===== src/design/pmmcs_pkg.sv =====
// shared opcodes, element sizes and lane constants for the packed datapath
package pmmcs_pkg;

  // operation select
  typedef enum logic [3:0]
  {
    PMMCS_OP_PASS,
    PMMCS_OP_BYTE_REV,
    PMMCS_OP_MAX,
    PMMCS_OP_MIN,
    PMMCS_OP_ADD_WRAP,
    PMMCS_OP_SUB_WRAP,
    PMMCS_OP_ADD_SSAT,
    PMMCS_OP_SUB_SSAT,
    PMMCS_OP_ADD_USAT,
    PMMCS_OP_SUB_USAT,
    PMMCS_OP_CLIP
  } pmmcs_op_e;

  // element size select
  typedef enum logic [1:0]
  {
    PMMCS_SZ_BYTE,
    PMMCS_SZ_WORD,
    PMMCS_SZ_DWORD
  } pmmcs_size_e;

  localparam int unsigned DATA_W     = 128;
  localparam int unsigned NARROW_W   = 64;
  localparam int unsigned BYTE_LANES = 16;
  localparam int unsigned WORD_LANES = 8;
  localparam int unsigned DWORD_LANES = 4;
  // offset that maps signed words onto unsigned ordering
  localparam logic [15:0] WORD_SIGN_OFFSET = 16'h8000;
  localparam logic [15:0] WORD_USAT_MAX    = 16'hFFFF;

endpackage


===== src/design/pmmcs_lane_cmp.sv =====
// one element lane: compare, wrap and saturate for byte, word or dword width
`timescale 1ns/1ps
module pmmcs_lane_cmp #(
  parameter int unsigned W = 8
) (
  // operands
  input  wire logic [W-1:0] i_a,
  input  wire logic [W-1:0] i_b,
  input  wire logic         i_signed,
  // results
  output logic      [W-1:0] o_max,
  output logic      [W-1:0] o_min,
  output logic      [W-1:0] o_add_wrap,
  output logic      [W-1:0] o_sub_wrap,
  output logic      [W-1:0] o_add_ssat,
  output logic      [W-1:0] o_sub_ssat,
  output logic      [W-1:0] o_add_usat,
  output logic      [W-1:0] o_sub_usat
);

  logic         a_lt_b;
  logic [W:0]   usum;
  logic [W:0]   udif;
  logic [W-1:0] smax;
  logic [W-1:0] smin;

  // signed or unsigned ordering; widths stay within this lane only
  always_comb
  begin
    smax = {1'b0, {(W-1){1'b1}}};
    smin = {1'b1, {(W-1){1'b0}}};
    if (i_signed)
      a_lt_b = $signed(i_a) < $signed(i_b);
    else
      a_lt_b = i_a < i_b;
    o_max = a_lt_b ? i_b : i_a;
    o_min = a_lt_b ? i_a : i_b;
    usum = {1'b0, i_a} + {1'b0, i_b};
    udif = {1'b0, i_a} - {1'b0, i_b};
    o_add_wrap = usum[W-1:0];
    o_sub_wrap = udif[W-1:0];
    o_add_usat = usum[W] ? {W{1'b1}} : usum[W-1:0];
    o_sub_usat = udif[W] ? {W{1'b0}} : udif[W-1:0];
    // overflow when sign of inputs agree and result sign differs
    if (i_a[W-1] == i_b[W-1] && usum[W-1] != i_a[W-1])
      o_add_ssat = i_a[W-1] ? smin : smax;
    else
      o_add_ssat = usum[W-1:0];
    if (i_a[W-1] != i_b[W-1] && udif[W-1] != i_a[W-1])
      o_sub_ssat = i_a[W-1] ? smin : smax;
    else
      o_sub_ssat = udif[W-1:0];
  end

endmodule


===== src/design/pmmcs_datapath.sv =====
// packed max/min, saturating add/sub, range clip and byte reverse datapath
// What this block does
// - byte reverse swaps the four bytes inside every doubleword of 16 bytes.
// - signed word max gives per lane the larger signed 16-bit element.
// - signed word min gives per lane the smaller signed 16-bit element.
// - unsigned byte max gives per lane the larger unsigned 8-bit element.
// - unsigned byte min gives per lane the smaller unsigned 8-bit element.
// - max and min also work on 128-bit operands with twice the lanes.
// - 128-bit max and min also cover signed byte, unsigned word and both dword kinds.
// - clip replaces elements below low by low and above high by high.
// - saturating add and subtract exist only for byte and word elements.
// - plain word add wraps modulo 2^16 so adding 0x8000 flips to unsigned order.
// - unsigned saturating add clamps at all ones and subtract at zero.
// - signed saturating add and subtract clamp to the signed element limits.
`timescale 1ns/1ps
module pmmcs_datapath #(
  parameter int unsigned DW = pmmcs_pkg::DATA_W
) (
  // clock and reset
  input  wire logic                  i_clk,
  input  wire logic                  i_rst_n,
  // issued operation
  input  wire logic                  i_valid,
  input  wire pmmcs_pkg::pmmcs_op_e  i_op,
  input  wire pmmcs_pkg::pmmcs_size_e i_size,
  input  wire logic                  i_signed,
  input  wire logic                  i_wide,
  input  wire logic [DW-1:0]         i_src_a,
  input  wire logic [DW-1:0]         i_src_b,
  input  wire logic [DW-1:0]         i_src_c,
  // result
  output logic                       o_valid,
  output logic [DW-1:0]              o_result,
  output logic                       o_illegal
);

  // lane counts per element size
  localparam int unsigned NB = DW / 8;
  localparam int unsigned NW = DW / 16;
  localparam int unsigned ND = DW / 32;

  // per-size lane results
  logic [DW-1:0] b_max, b_min, b_addw, b_subw, b_adds, b_subs, b_addu, b_subu;
  logic [DW-1:0] w_max, w_min, w_addw, w_subw, w_adds, w_subs, w_addu, w_subu;
  logic [DW-1:0] d_max, d_min, d_addw, d_subw;
  // clip stage: min against high (src_b), then max against low (src_c)
  logic [DW-1:0] b_clip_hi, b_clip, w_clip_hi, w_clip, d_clip_hi, d_clip;
  logic [DW-1:0] rev;

  // legality terms, kept apart so each refusal reads on its own
  logic          op_is_sat;
  logic          op_is_cmp;
  logic          narrow_cmp_ok;
  logic          narrow_dword_clip;
  logic          size_bad;

  // stage inputs and their registered copies
  logic          next_valid;
  logic [DW-1:0] next_result;
  logic          next_illegal;
  logic          valid;
  logic [DW-1:0] result;
  logic          illegal;
  logic [DW-1:0] sel;
  logic [DW-1:0] lane_mask;

  // one genvar serves all three lane loops
  genvar g;

  // byte lanes, each instance isolated so no carry crosses
  // clip spends two extra lanes per element so both bounds settle in one cycle
  generate
    for (g = 0; g < NB; g++)
    begin : g_byte
      pmmcs_lane_cmp #(.W(8)) u_lane (
        .i_a        (i_src_a[g*8 +: 8]),
        .i_b        (i_src_b[g*8 +: 8]),
        .i_signed   (i_signed),
        .o_max      (b_max[g*8 +: 8]),
        .o_min      (b_min[g*8 +: 8]),
        .o_add_wrap (b_addw[g*8 +: 8]),
        .o_sub_wrap (b_subw[g*8 +: 8]),
        .o_add_ssat (b_adds[g*8 +: 8]),
        .o_sub_ssat (b_subs[g*8 +: 8]),
        .o_add_usat (b_addu[g*8 +: 8]),
        .o_sub_usat (b_subu[g*8 +: 8])
      );
      pmmcs_lane_cmp #(.W(8)) u_clip_hi (
        .i_a        (i_src_a[g*8 +: 8]),
        .i_b        (i_src_b[g*8 +: 8]),
        .i_signed   (i_signed),
        .o_max      (),
        .o_min      (b_clip_hi[g*8 +: 8]),
        .o_add_wrap (),
        .o_sub_wrap (),
        .o_add_ssat (),
        .o_sub_ssat (),
        .o_add_usat (),
        .o_sub_usat ()
      );
      pmmcs_lane_cmp #(.W(8)) u_clip_lo (
        .i_a        (b_clip_hi[g*8 +: 8]),
        .i_b        (i_src_c[g*8 +: 8]),
        .i_signed   (i_signed),
        .o_max      (b_clip[g*8 +: 8]),
        .o_min      (),
        .o_add_wrap (),
        .o_sub_wrap (),
        .o_add_ssat (),
        .o_sub_ssat (),
        .o_add_usat (),
        .o_sub_usat ()
      );
    end
  endgenerate

  // word lanes
  // the first clip lane repeats the plain min; kept apart to stay per-op readable
  generate
    for (g = 0; g < NW; g++)
    begin : g_word
      pmmcs_lane_cmp #(.W(16)) u_lane (
        .i_a        (i_src_a[g*16 +: 16]),
        .i_b        (i_src_b[g*16 +: 16]),
        .i_signed   (i_signed),
        .o_max      (w_max[g*16 +: 16]),
        .o_min      (w_min[g*16 +: 16]),
        .o_add_wrap (w_addw[g*16 +: 16]),
        .o_sub_wrap (w_subw[g*16 +: 16]),
        .o_add_ssat (w_adds[g*16 +: 16]),
        .o_sub_ssat (w_subs[g*16 +: 16]),
        .o_add_usat (w_addu[g*16 +: 16]),
        .o_sub_usat (w_subu[g*16 +: 16])
      );
      pmmcs_lane_cmp #(.W(16)) u_clip_hi (
        .i_a        (i_src_a[g*16 +: 16]),
        .i_b        (i_src_b[g*16 +: 16]),
        .i_signed   (i_signed),
        .o_max      (),
        .o_min      (w_clip_hi[g*16 +: 16]),
        .o_add_wrap (),
        .o_sub_wrap (),
        .o_add_ssat (),
        .o_sub_ssat (),
        .o_add_usat (),
        .o_sub_usat ()
      );
      pmmcs_lane_cmp #(.W(16)) u_clip_lo (
        .i_a        (w_clip_hi[g*16 +: 16]),
        .i_b        (i_src_c[g*16 +: 16]),
        .i_signed   (i_signed),
        .o_max      (w_clip[g*16 +: 16]),
        .o_min      (),
        .o_add_wrap (),
        .o_sub_wrap (),
        .o_add_ssat (),
        .o_sub_ssat (),
        .o_add_usat (),
        .o_sub_usat ()
      );
    end
  endgenerate

  // dword lanes; saturating outputs are left open since they do not exist
  // low above high leaves the low bound, since the max against it comes last
  generate
    for (g = 0; g < ND; g++)
    begin : g_dword
      pmmcs_lane_cmp #(.W(32)) u_lane (
        .i_a        (i_src_a[g*32 +: 32]),
        .i_b        (i_src_b[g*32 +: 32]),
        .i_signed   (i_signed),
        .o_max      (d_max[g*32 +: 32]),
        .o_min      (d_min[g*32 +: 32]),
        .o_add_wrap (d_addw[g*32 +: 32]),
        .o_sub_wrap (d_subw[g*32 +: 32]),
        .o_add_ssat (),
        .o_sub_ssat (),
        .o_add_usat (),
        .o_sub_usat ()
      );
      pmmcs_lane_cmp #(.W(32)) u_clip_hi (
        .i_a        (i_src_a[g*32 +: 32]),
        .i_b        (i_src_b[g*32 +: 32]),
        .i_signed   (i_signed),
        .o_max      (),
        .o_min      (d_clip_hi[g*32 +: 32]),
        .o_add_wrap (),
        .o_sub_wrap (),
        .o_add_ssat (),
        .o_sub_ssat (),
        .o_add_usat (),
        .o_sub_usat ()
      );
      pmmcs_lane_cmp #(.W(32)) u_clip_lo (
        .i_a        (d_clip_hi[g*32 +: 32]),
        .i_b        (i_src_c[g*32 +: 32]),
        .i_signed   (i_signed),
        .o_max      (d_clip[g*32 +: 32]),
        .o_min      (),
        .o_add_wrap (),
        .o_sub_wrap (),
        .o_add_ssat (),
        .o_sub_ssat (),
        .o_add_usat (),
        .o_sub_usat ()
      );
      // byte reverse inside each doubleword, pattern 3,2,1,0 per group
      assign rev[g*32 +: 32] = {i_src_a[g*32 +: 8], i_src_a[g*32+8 +: 8],
                                i_src_a[g*32+16 +: 8], i_src_a[g*32+24 +: 8]};
    end
  endgenerate

  // result select and legality check
  always_comb
  begin
    // legality terms first; the select below leans on them
    op_is_sat         = i_op inside {pmmcs_pkg::PMMCS_OP_ADD_SSAT, pmmcs_pkg::PMMCS_OP_SUB_SSAT,
                                     pmmcs_pkg::PMMCS_OP_ADD_USAT, pmmcs_pkg::PMMCS_OP_SUB_USAT};
    op_is_cmp         = i_op inside {pmmcs_pkg::PMMCS_OP_MAX, pmmcs_pkg::PMMCS_OP_MIN};
    narrow_cmp_ok     = (i_size == pmmcs_pkg::PMMCS_SZ_WORD && i_signed) ||
                        (i_size == pmmcs_pkg::PMMCS_SZ_BYTE && !i_signed);
    narrow_dword_clip = !i_wide && i_size == pmmcs_pkg::PMMCS_SZ_DWORD &&
                        i_op == pmmcs_pkg::PMMCS_OP_CLIP;
    size_bad          = !(i_size inside {pmmcs_pkg::PMMCS_SZ_BYTE, pmmcs_pkg::PMMCS_SZ_WORD,
                                         pmmcs_pkg::PMMCS_SZ_DWORD});
    next_illegal = 1'b0;
    sel = '0;
    unique case (i_op)
      pmmcs_pkg::PMMCS_OP_PASS:     sel = i_src_a;
      pmmcs_pkg::PMMCS_OP_BYTE_REV: sel = rev;
      pmmcs_pkg::PMMCS_OP_MAX:
        sel = (i_size == pmmcs_pkg::PMMCS_SZ_BYTE) ? b_max :
              (i_size == pmmcs_pkg::PMMCS_SZ_WORD) ? w_max : d_max;
      pmmcs_pkg::PMMCS_OP_MIN:
        sel = (i_size == pmmcs_pkg::PMMCS_SZ_BYTE) ? b_min :
              (i_size == pmmcs_pkg::PMMCS_SZ_WORD) ? w_min : d_min;
      pmmcs_pkg::PMMCS_OP_ADD_WRAP:
        sel = (i_size == pmmcs_pkg::PMMCS_SZ_BYTE) ? b_addw :
              (i_size == pmmcs_pkg::PMMCS_SZ_WORD) ? w_addw : d_addw;
      pmmcs_pkg::PMMCS_OP_SUB_WRAP:
        sel = (i_size == pmmcs_pkg::PMMCS_SZ_BYTE) ? b_subw :
              (i_size == pmmcs_pkg::PMMCS_SZ_WORD) ? w_subw : d_subw;
      pmmcs_pkg::PMMCS_OP_ADD_SSAT:
        sel = (i_size == pmmcs_pkg::PMMCS_SZ_BYTE) ? b_adds : w_adds;
      pmmcs_pkg::PMMCS_OP_SUB_SSAT:
        sel = (i_size == pmmcs_pkg::PMMCS_SZ_BYTE) ? b_subs : w_subs;
      pmmcs_pkg::PMMCS_OP_ADD_USAT:
        sel = (i_size == pmmcs_pkg::PMMCS_SZ_BYTE) ? b_addu : w_addu;
      pmmcs_pkg::PMMCS_OP_SUB_USAT:
        sel = (i_size == pmmcs_pkg::PMMCS_SZ_BYTE) ? b_subu : w_subu;
      pmmcs_pkg::PMMCS_OP_CLIP:
        sel = (i_size == pmmcs_pkg::PMMCS_SZ_BYTE) ? b_clip :
              (i_size == pmmcs_pkg::PMMCS_SZ_WORD) ? w_clip : d_clip;
      default: next_illegal = 1'b1;
    endcase
    // no saturating dword form exists; flag it and return zero
    if (op_is_sat && i_size == pmmcs_pkg::PMMCS_SZ_DWORD)
    begin
      next_illegal = 1'b1;
      sel = '0;
    end
    // narrow form only offers signed word and unsigned byte max/min
    if (!i_wide && op_is_cmp && !narrow_cmp_ok)
    begin
      next_illegal = 1'b1;
      sel = '0;
    end
    // narrow dword clip has no 64-bit form behind it
    if (narrow_dword_clip)
      next_illegal = 1'b1;
    // the spare size code is refused for every op but pass and byte reverse, rather than read as a dword
    if (size_bad && i_op != pmmcs_pkg::PMMCS_OP_PASS && i_op != pmmcs_pkg::PMMCS_OP_BYTE_REV)
      next_illegal = 1'b1;
    // narrow form keeps the low 64 bits and zeroes the rest
    lane_mask = i_wide ? {DW{1'b1}} : {{(DW-pmmcs_pkg::NARROW_W){1'b0}},
                                         {pmmcs_pkg::NARROW_W{1'b1}}};
    next_result = (i_valid && !next_illegal) ? (sel & lane_mask) : '0;
    next_valid  = i_valid;
    next_illegal = i_valid & next_illegal;
  end

  // one pipeline stage of registers; a bubble is simply valid low
  // with its result held at zero
  always_ff @(posedge i_clk or negedge i_rst_n)
  begin
    if (!i_rst_n)
    begin
      valid   <= 1'b0;
      result  <= '0;
      illegal <= 1'b0;
    end
    else
    begin
      valid   <= next_valid;
      result  <= next_result;
      illegal <= next_illegal;
    end
  end

  // outputs come straight from the stage flops
  assign o_valid   = valid;
  assign o_result  = result;
  assign o_illegal = illegal;

endmodule


===== config.mk =====
export PLATFORM = sky130hd
export DESIGN_NAME = pmmcs_datapath
export DESIGN_NICKNAME = d
export VERILOG_FILES = /design/src/design/pmmcs_pkg.sv /design/src/design/pmmcs_lane_cmp.sv /design/src/design/pmmcs_datapath.sv
export SDC_FILE = /design/constraint.sdc
export NUM_CORES = 2
export LEC_CHECK = 0
export ABC_AREA = 1
export BUFFER_PORTS_ARGS = -buffer_cell sky130_fd_sc_hd__buf_2
export CORE_ASPECT_RATIO = 1.4
export CORE_MARGIN = 2
export CORE_UTILIZATION = 34
export DETAILED_ROUTE_END_ITERATION = 8
export GPL_ROUTABILITY_DRIVEN = 0
export HOLD_SLACK_MARGIN = 0.12
export PLACE_DENSITY = 0.48
export SYNTH_ARGS = -nofsm -noshare
export SYNTH_HDL_FRONTEND = slang
export SYNTH_SLANG_ARGS = --single-unit

===== constraint.sdc =====
create_clock -name i_clk -period 0.8 [get_ports i_clk]
set_clock_uncertainty 0.2 [all_clocks]
set_input_delay 0.08 -clock i_clk [delete_from_list [all_inputs] [get_ports i_clk]]
set_output_delay 0.08 -clock i_clk [all_outputs]
set_load 0.01 [all_outputs]

After elaboration in Yosys (flattened, before gate mapping) --
Cells that the tools add are included. W data, S select, Z words.
Storage, ports and cells: bits in read-only memories 0, bits in writable memories 0, memories 0, output and inout bits 130, register bits after elaboration 130, latch bits 0
Cells by class: multiply operators 0, bitwise gates (word level) 2, div/mod/pow operators 0, $add $sub $neg 56, equality and inequality tests 93, reduce and logical (&&, ||, !) cells 71, mux-type cells 284, order comparisons 112, shift-type cells 0
Operators by type and width (count):
- $mux W128 | 18
- $pmux W128 S11 | 1
- $mux W16 | 64
- $mux W8 | 128
- $lt A16 B16 Y1 | 32
- $lt A32 B32 Y1 | 16
- $lt A8 B8 Y1 | 64
- $mux W32 | 12
- $add A8 B8 Y9 | 16
- $sub A8 B8 Y9 | 16
- $add A16 B16 Y17 | 8
- $sub A16 B16 Y17 | 8
- $add A32 B32 Y32 | 4
- $and A128 B128 Y128 | 1
- $sub A32 B32 Y32 | 4
- $ne A1 B1 Y1 | 64
- $mux W1 | 61
- $logic_and A1 B1 Y1 | 58
- $eq A1 B1 Y1 | 16
- $eq A4 B3 Y1 const B | 4
- $eq A4 B4 Y1 const B | 3
- $reduce_or A11 Y1 | 1
- $eq A4 B2 Y1 const B | 2
- $reduce_bool A4 Y1 | 2
- other kinds (11) | 15

Logic depth before layout (Yosys ltp) --
depth in word-level cells 13, depth in mapped cells 38

By module --
A second synthesis with hierarchy kept.
Unflattened totals: cell total of the unflattened synthesis 47647, area total of the unflattened synthesis 254410.2 sq um
By module, submodules not included:
- pmmcs_lane_cmp (g_word[0].u_clip_hi ...) | sequential area each 0.0 sq um, cells each 556, times used 22, area an instance 3208.1 sq um
- pmmcs_lane_cmp (g_dword[1].u_clip_hi ...) | sequential area each 0.0 sq um, cells each 1258, times used 9, area an instance 6637.6 sq um
- pmmcs_lane_cmp (g_byte[0].u_clip_hi ...) | sequential area each 0.0 sq um, cells each 245, times used 28, area an instance 1382.6 sq um
- pmmcs_datapath | sequential area each 3253.1 sq um, cells each 7447, times used 1, area an instance 33181.8 sq um
- pmmcs_lane_cmp (g_byte[3].u_clip_lo ...) | sequential area each 0.0 sq um, cells each 245, times used 20, area an instance 1311.3 sq um
- pmmcs_lane_cmp (g_dword[0].u_clip_hi ...) | sequential area each 0.0 sq um, cells each 1258, times used 2, area an instance 6347.3 sq um
- pmmcs_lane_cmp (g_dword[0].u_lane) | sequential area each 0.0 sq um, cells each 1258, times used 1, area an instance 7035.5 sq um
- pmmcs_lane_cmp (g_word[7].u_clip_lo) | sequential area each 0.0 sq um, cells each 556, times used 1, area an instance 3155.5 sq um
- pmmcs_lane_cmp (g_word[7].u_lane) | sequential area each 0.0 sq um, cells each 556, times used 1, area an instance 3089.2 sq um

Least setup slack after synthesis --
No wires, ideal clock.
path kind in2reg, start input i_src_a[0], end register result[11] (netlist: o_result[11]), slack -3741 ps, path buffers 4, data arrival time 4205 ps, required time 464 ps, stages on the path 32, cell sequence inv_1 -> ha_1 -> inv_1 -> fa_1 -> nand2_1 -> nand2_1 -> nand3_1 -> nand2_2 -> nand2_1 -> nand2_4 -> nand2_2 -> nand3_1 -> nand2_2 -> buf_4 -> buf_2 -> clkbuf_1 -> o21ai_0 -> ha_1 -> a21oi_1 -> nor2_1 -> a211oi_1 -> nor2_1 -> or4_1 -> a21oi_1 -> nand3_2 -> nand2_4 -> nand2_4 -> buf_6 -> nand2_1 -> o21ai_1 -> nand3_1 -> a21oi_1
On the way: word-level cells in the longest chain between the ends 13, elaborated cells between the ends (all ways) 49, classes of those cells 4 x add/sub; 8 x order compare; 2 x eq/ne; 32 x mux; 1 x bitwise; 2 x reduce/logical
RTL lines:
- start, declared | RTL line pmmcs_datapath.sv:28 | input wire logic [DW-1:0] i_src_a,
- $lt A32 B32 Y1 (tied with other cells) | RTL line pmmcs_lane_cmp.sv:35 | a_lt_b = i_a < i_b;
- $mux W1 | RTL line pmmcs_lane_cmp.sv:32 | if (i_signed)
- $mux W32 or $mux W16 (tied branches) | RTL line pmmcs_lane_cmp.sv:37 | o_min = a_lt_b ? i_a : i_b;
- $lt A32 B32 Y1 (tied with other cells) | RTL line pmmcs_lane_cmp.sv:35
- $mux W1 | RTL line pmmcs_lane_cmp.sv:32
- $mux W32 or $mux W16 (tied branches) | RTL line pmmcs_lane_cmp.sv:36 | o_max = a_lt_b ? i_b : i_a;
- $mux W128 | RTL line pmmcs_datapath.sv:254 | (i_size == pmmcs_pkg::PMMCS_SZ_WORD) ? w_clip : d_clip;
- $mux W128 | RTL line pmmcs_datapath.sv:253 | sel = (i_size == pmmcs_pkg::PMMCS_SZ_BYTE) ? b_clip :
- $pmux W128 S11 (*) | RTL line pmmcs_datapath.sv:229 | unique case (i_op)
- $mux W128 (*) | RTL line pmmcs_datapath.sv:258 | if (op_is_sat && i_size == pmmcs_pkg::PMMCS_SZ_DWORD)
- $mux W128 (*) | RTL line pmmcs_datapath.sv:264 | if (!i_wide && op_is_cmp && !narrow_cmp_ok)
- $and A128 B128 Y128 (*) | RTL line pmmcs_datapath.sv:278 | next_result = (i_valid && !next_illegal) ? (sel & lane_mask) : '0;
- $mux W128 (*) | RTL line pmmcs_datapath.sv:278
- net next_result[11] | RTL line pmmcs_datapath.sv:59 | logic [DW-1:0] next_result;
- end signal, assigned | RTL line pmmcs_datapath.sv:296 | result <= next_result;
- end, declared | RTL line pmmcs_datapath.sv:62 | logic [DW-1:0] result;
The timed path passes the listed nets; every way through them passes the cells marked *.

Final worst setup path --
start input i_src_a[19], end register result[1] (netlist: o_result[1])
On the way: word-level cells in the longest chain between the ends 13, elaborated cells between the ends (all ways) 20, classes of those cells 4 x order compare; 15 x mux; 1 x bitwise
RTL lines (RTL line):
- $lt A32 B32 Y1 (on tied branches) | pmmcs_lane_cmp.sv:35, pmmcs_lane_cmp.sv:33
- $mux W1 | pmmcs_lane_cmp.sv:32
- $mux W32 | pmmcs_lane_cmp.sv:37
- $lt A32 B32 Y1 (on tied branches) | pmmcs_lane_cmp.sv:35, pmmcs_lane_cmp.sv:33
- $mux W1 | pmmcs_lane_cmp.sv:32
- $mux W32 | pmmcs_lane_cmp.sv:36
- $mux W128 | pmmcs_datapath.sv:254
- $mux W128 | pmmcs_datapath.sv:253
- $pmux W128 S11 (*) | pmmcs_datapath.sv:229
- $mux W128 (*) | pmmcs_datapath.sv:258
- $mux W128 (*) | pmmcs_datapath.sv:264
- $and A128 B128 Y128 (*) | pmmcs_datapath.sv:278
- $mux W128 (*) | pmmcs_datapath.sv:278
- net next_result[1] | pmmcs_datapath.sv:59
Marks and branches as above.

==> flow_summary.html <==
<table>
<tr><th>Metric</th><th>Value</th></tr>
<tr><th colspan="2">Yosys</th></tr>
<tr><td>Most frequent cell after synthesis</td><td>sky130_fd_sc_hd__nand2_1</td></tr>
<tr><td>Share of Yosys cell area claimed by the top area cell type</td><td>16.4%</td></tr>
<tr><td>Top cell types by occurrence after synthesis</td><td>sky130_fd_sc_hd__nand2_1 (2,886), sky130_fd_sc_hd__inv_1 (1,385), sky130_fd_sc_hd__a21oi_1 (1,273)</td></tr>
<tr><td>Number of unique standard cell types used by synthesis</td><td>76</td></tr>
<tr><td>Register bit count reported by yosys</td><td>130</td></tr>
<tr><td>Most area-hungry cell type in the Yosys netlist</td><td>sky130_fd_sc_hd__nand2_1</td></tr>
<tr><td>Leading register cell type out of synthesis</td><td>sky130_fd_sc_hd__dfrtp_1</td></tr>
<tr><td>Cell count after synthesis</td><td>12,008</td></tr>
<tr><td>Async SR Flop Fraction</td><td>100%</td></tr>
<tr><td>Biggest area contributors in the synthesized netlist</td><td>sky130_fd_sc_hd__nand2_1 (16%), sky130_fd_sc_hd__ha_1 (12%), sky130_fd_sc_hd__a21oi_1 (9.7%)</td></tr>
<tr><td>Post-synth EDFFs</td><td>0</td></tr>
<tr><td>Mean instance size in the synthesized netlist</td><td>5.48 sq um</td></tr>
<tr><td>Summed instance area of the synthesized netlist</td><td>0.0659 sq mm</td></tr>
<tr><td>Syn nets</td><td>13,091</td></tr>
<tr><td>Share of synthesized area occupied by flip-flops and latches</td><td>4.94%</td></tr>
<tr><td>Number of warnings issued by yosys</td><td>0</td></tr>
<tr><th colspan="2">Clock network</th></tr>
<tr><td>Clock-pin slew on the worst setup and hold paths</td><td>0.07 ns</td></tr>
<tr><td>H-tree depth reported by CTS</td><td>4</td></tr>
<tr><td>Cell chosen for the clock root</td><td>sky130_fd_sc_hd__clkbuf_16</td></tr>
<tr><td>Number of buffers inserted for hold repair after clock tree synthesis</td><td>5</td></tr>
<tr><td>Max Root-Sink Buffers</td><td>3</td></tr>
<tr><td>Sink Count</td><td>130</td></tr>
<tr><td>CTS tree</td><td>yes</td></tr>
<tr><td>Number of buffers created by CTS</td><td>25</td></tr>
<tr><th colspan="2">Setup path</th></tr>
<tr><td>Worst EP required</td><td>1.07 ns</td></tr>
<tr><td>Crit. End Element</td><td>flip-flop</td></tr>
<tr><td>Data arrival time of the critical path</td><td>4.36 ns</td></tr>
<tr><td>Delay contributed by the slowest stage of the critical path</td><td>0.52 ns</td></tr>
<tr><td>Kind of critical path</td><td>input port to flip-flop</td></tr>
<tr><td>Buffers &amp; Inverters on Critical Path</td><td>6</td></tr>
<tr><td>Maximum net fanout on the critical path</td><td>6</td></tr>
<tr><td>Crit-path leading delay family</td><td>simple AND/OR/NAND/NOR gates</td></tr>
<tr><td>Kind of launch point of the worst setup path</td><td>input port</td></tr>
<tr><td>Standard cell with the maximum stage delay on the critical path</td><td>sky130_fd_sc_hd__or4_1</td></tr>
<tr><th colspan="2">Timing</th></tr>
<tr><td>Time the worst path needs with I/O delays and setup</td><td>4.10 ns</td></tr>
<tr><td>Setup Viol. Count Final</td><td>389</td></tr>
<tr><td>Unrepaired setup endpoints after global routing</td><td>yes</td></tr>
<tr><td>Slew @ Worst Pin</td><td>1.21 ns</td></tr>
<tr><td>Sum of negative setup slack</td><td>-517.32 ns</td></tr>
<tr><td>Worst Slack Setup Final</td><td>-3.30 ns</td></tr>
<tr><td>Final hold slack</td><td>-0.314 ns</td></tr>
<tr><td>Highest clock frequency the design can meet</td><td>244 MHz</td></tr>
<tr><td>Relative slew margins</td><td>18.4%</td></tr>
<tr><td>Crit share post-route</td><td>512%</td></tr>
<tr><td>Final Hold Vio Count</td><td>123</td></tr>
<tr><td>Final slew viol count</td><td>0</td></tr>
<tr><th colspan="2">Final layout</th></tr>
<tr><td>Net count of the finished layout</td><td>17,154</td></tr>
<tr><td>Fraction of final layout cells sized beyond drive strength 1</td><td>37.8%</td></tr>
<tr><td>Post-Route Utilization</td><td>57.0%</td></tr>
<tr><td>Filler cells</td><td>19,011</td></tr>
<tr><td>Combined area of the multi-input logic cells</td><td>0.0608 sq mm</td></tr>
<tr><td>Footprint of the flip-flops and latches</td><td>0.00325 sq mm</td></tr>
<tr><td>Post-route insts no fill</td><td>18,609</td></tr>
<tr><td>Cell area after layout</td><td>0.110 sq mm</td></tr>
<tr><td>Signed area change from the synthesized netlist to the final layout</td><td>67.2%</td></tr>
<tr><th colspan="2">Placed design</th></tr>
<tr><td>DP Worst Slack</td><td>-4.33 ns</td></tr>
<tr><td>Placed standard-cell area</td><td>0.101 sq mm</td></tr>
<tr><td>Placed cell count</td><td>18,378</td></tr>
<tr><td>Detailed Place HPWL</td><td>362,000 um</td></tr>
<tr><td>Port Buf Inserts</td><td>524</td></tr>
<tr><th colspan="2">Floorplan</th></tr>
<tr><td>Area of the die</td><td>0.197 sq mm</td></tr>
<tr><td>Initial core utilization</td><td>34.1%</td></tr>
<tr><td>Width of the chip</td><td>376 um</td></tr>
<tr><td>Core area</td><td>0.193 sq mm</td></tr>
<tr><td>Total I/O pin count</td><td>525</td></tr>
<tr><td>Die height</td><td>525 um</td></tr>
<tr><td>Number of standard-cell rows in the floorplan</td><td>191</td></tr>
<tr><th colspan="2">Worst hold path</th></tr>
<tr><td>Startpoint of the worst hold path</td><td>i_src_c[39]</td></tr>
<tr><td>Worst Hold Class</td><td>input port to flip-flop</td></tr>
<tr><td>Hold-critical path endpoint</td><td>o_result[39]</td></tr>
<tr><td>Cell depth of the worst hold path</td><td>5</td></tr>
<tr><th colspan="2">Job</th></tr>
<tr><td>Max-cap violation count</td><td>0</td></tr>
<tr><th colspan="2">GRT</th></tr>
<tr><td>Total gr overflow</td><td>0</td></tr>
<tr><td>Global-route usage over all layers</td><td>42.9%</td></tr>
<tr><td>Wire length of the first global-routing pass</td><td>646,000 um</td></tr>
<tr><td>Antenna violations before repair</td><td>34</td></tr>
<tr><td>Number of global-route vias before repair</td><td>103,724</td></tr>
<tr><td>Maximum number of pins on one net before global-route repair</td><td>45</td></tr>
<tr><th colspan="2">Route</th></tr>
<tr><td>Number of nets with antenna violations after routing</td><td>0</td></tr>
<tr><td>DR WL/cell</td><td>24.4 um</td></tr>
<tr><td>Count of routing violations after the opening detailed-route iteration</td><td>14,053</td></tr>
<tr><td>Vias per Instance</td><td>5.92</td></tr>
<tr><td>Count of TritonRoute iterations in the first routing pass</td><td>7</td></tr>
<tr><td>Final WL</td><td>454,000 um</td></tr>
<tr><td>Final routed DRC violation total</td><td>0</td></tr>
<tr><td>Vias</td><td>110,083</td></tr>
<tr><th colspan="2">Power and ir drop</th></tr>
<tr><td>Power density over the cells</td><td>1240 mW/mm^2</td></tr>
<tr><td>Total Power</td><td>136 mW</td></tr>
<tr><td>Leakage power summed over all cells</td><td>56.1 nW</td></tr>
<tr><td>Worst IR Drop VDD</td><td>0.00118 V</td></tr>
<tr><th colspan="2">Status</th></tr>
<tr><td>Run status</td><td>finished with violations</td></tr>
<tr><td>Failing checks</td><td>negative hold slack, negative setup slack</td></tr>
</table>
## worst max path at each step
stage | startpoint | to | cells past startpoint | slack, ns
floorplan | i_src_b[7] | o_result[11] | 34 | -3.43
global placement | i_src_b[23] | o_result[12] | 24 | -4.25
detailed placement | i_src_b[34] | o_result[35] | 25 | -4.33
CTS | i_src_a[0] | o_result[29] | 33 | -3.08
global route | i_src_b[29] | o_result[29] | 33 | -3.43
finish | i_src_a[19] | o_result[1] | 30 | -3.30
## cell families after synthesis
group | count (synthesis) | share of synthesized area (%)
AOI/OAI and AO/OA | 3717 | 32.9
xor gates and xnor gates | 291 | 3.87
adders and majority gates | 688 | 13.8
buffers and inverters | 2057 | 12.2
DFF | 130 | 4.94
muxes | 2 | 0.0304
and+or+nand+nor | 5123 | 32.2
## routing by layer
metal,track usage (%),vias to the layer above,wire [um]
met4,36.4,24,49400
met2,65.8,8044,191000
met3,10.8,2566,52500
met1,49.9,50233,161000
met5,0.343,-,207
li1,-,49216,-
## state kept, by name, indices dropped and copies added, names as in the netlist
register   cells
o_result     128
o_illegal      1
o_valid        1
## layout by cell type, fill, tap and decap left out, drive strengths merged, types with 37 or more instances in the layout
cell     netlist  layout
a2111oi       43      43
a211oi        79      79
a21oi       1293    1293
a221oi        41      41
a22oi         40      40
a31oi        115     115
buf          223    4620
clkbuf       397      49
dfrtp        130     130
fa            64      64
ha           624     624
inv         1416    1408
nand2       2951    2954
nand3        604     604
nand4         63      63
nor2        1108    1108
nor3         187     187
nor4          48      48
o2111ai      111     111
o211ai       193     193
o21ai       1297    1297
o21bai        37      37
o221ai        72      72
o22ai        206     206
o31ai         42      42
or2          127     127
xor2         265     265
## tightest hold or removal path: stages
cell and delay (ns):
sky130_fd_sc_hd__buf_2 0.10, sky130_fd_sc_hd__nand2_1 0.06, sky130_fd_sc_hd__a31oi_1 0.07, sky130_fd_sc_hd__nand3_1 0.08, sky130_fd_sc_hd__a21oi_2 0.05
## report_power, final
part	internal [mW]	total (mW)	leakage, nW	switching [mW]
Sequential	6.93	7.16	1.78	0.231
Clock	6.09	10.8	0.347	4.71
Combinational	51.1	118	54.0	67.0
## what timing repair did
item	CTS	global route
gates cloned	16	21
pin swaps	155	365
resized for setup	591	1036
buffers inserted	44	99
endpoints found under the setup margin	259	389
endpoints found under the hold margin	260	128
## area by class of cell
cell class | instances | share of cell area (%)
Antenna cell | 24 | 0.0545
Multi-Input combinational cell | 9824 | 55.2
Tap cell | 2509 | 2.85
Clock buffer | 29 | 0.600
Sequential cell | 130 | 2.95
Inverter | 1437 | 5.13
Timing Repair Buffer | 4647 | 33.1
Timing Repair inverter | 6 | 0.0716
Clock inverter | 3 | 0.0364
Power figures use the tool's default switching activity.
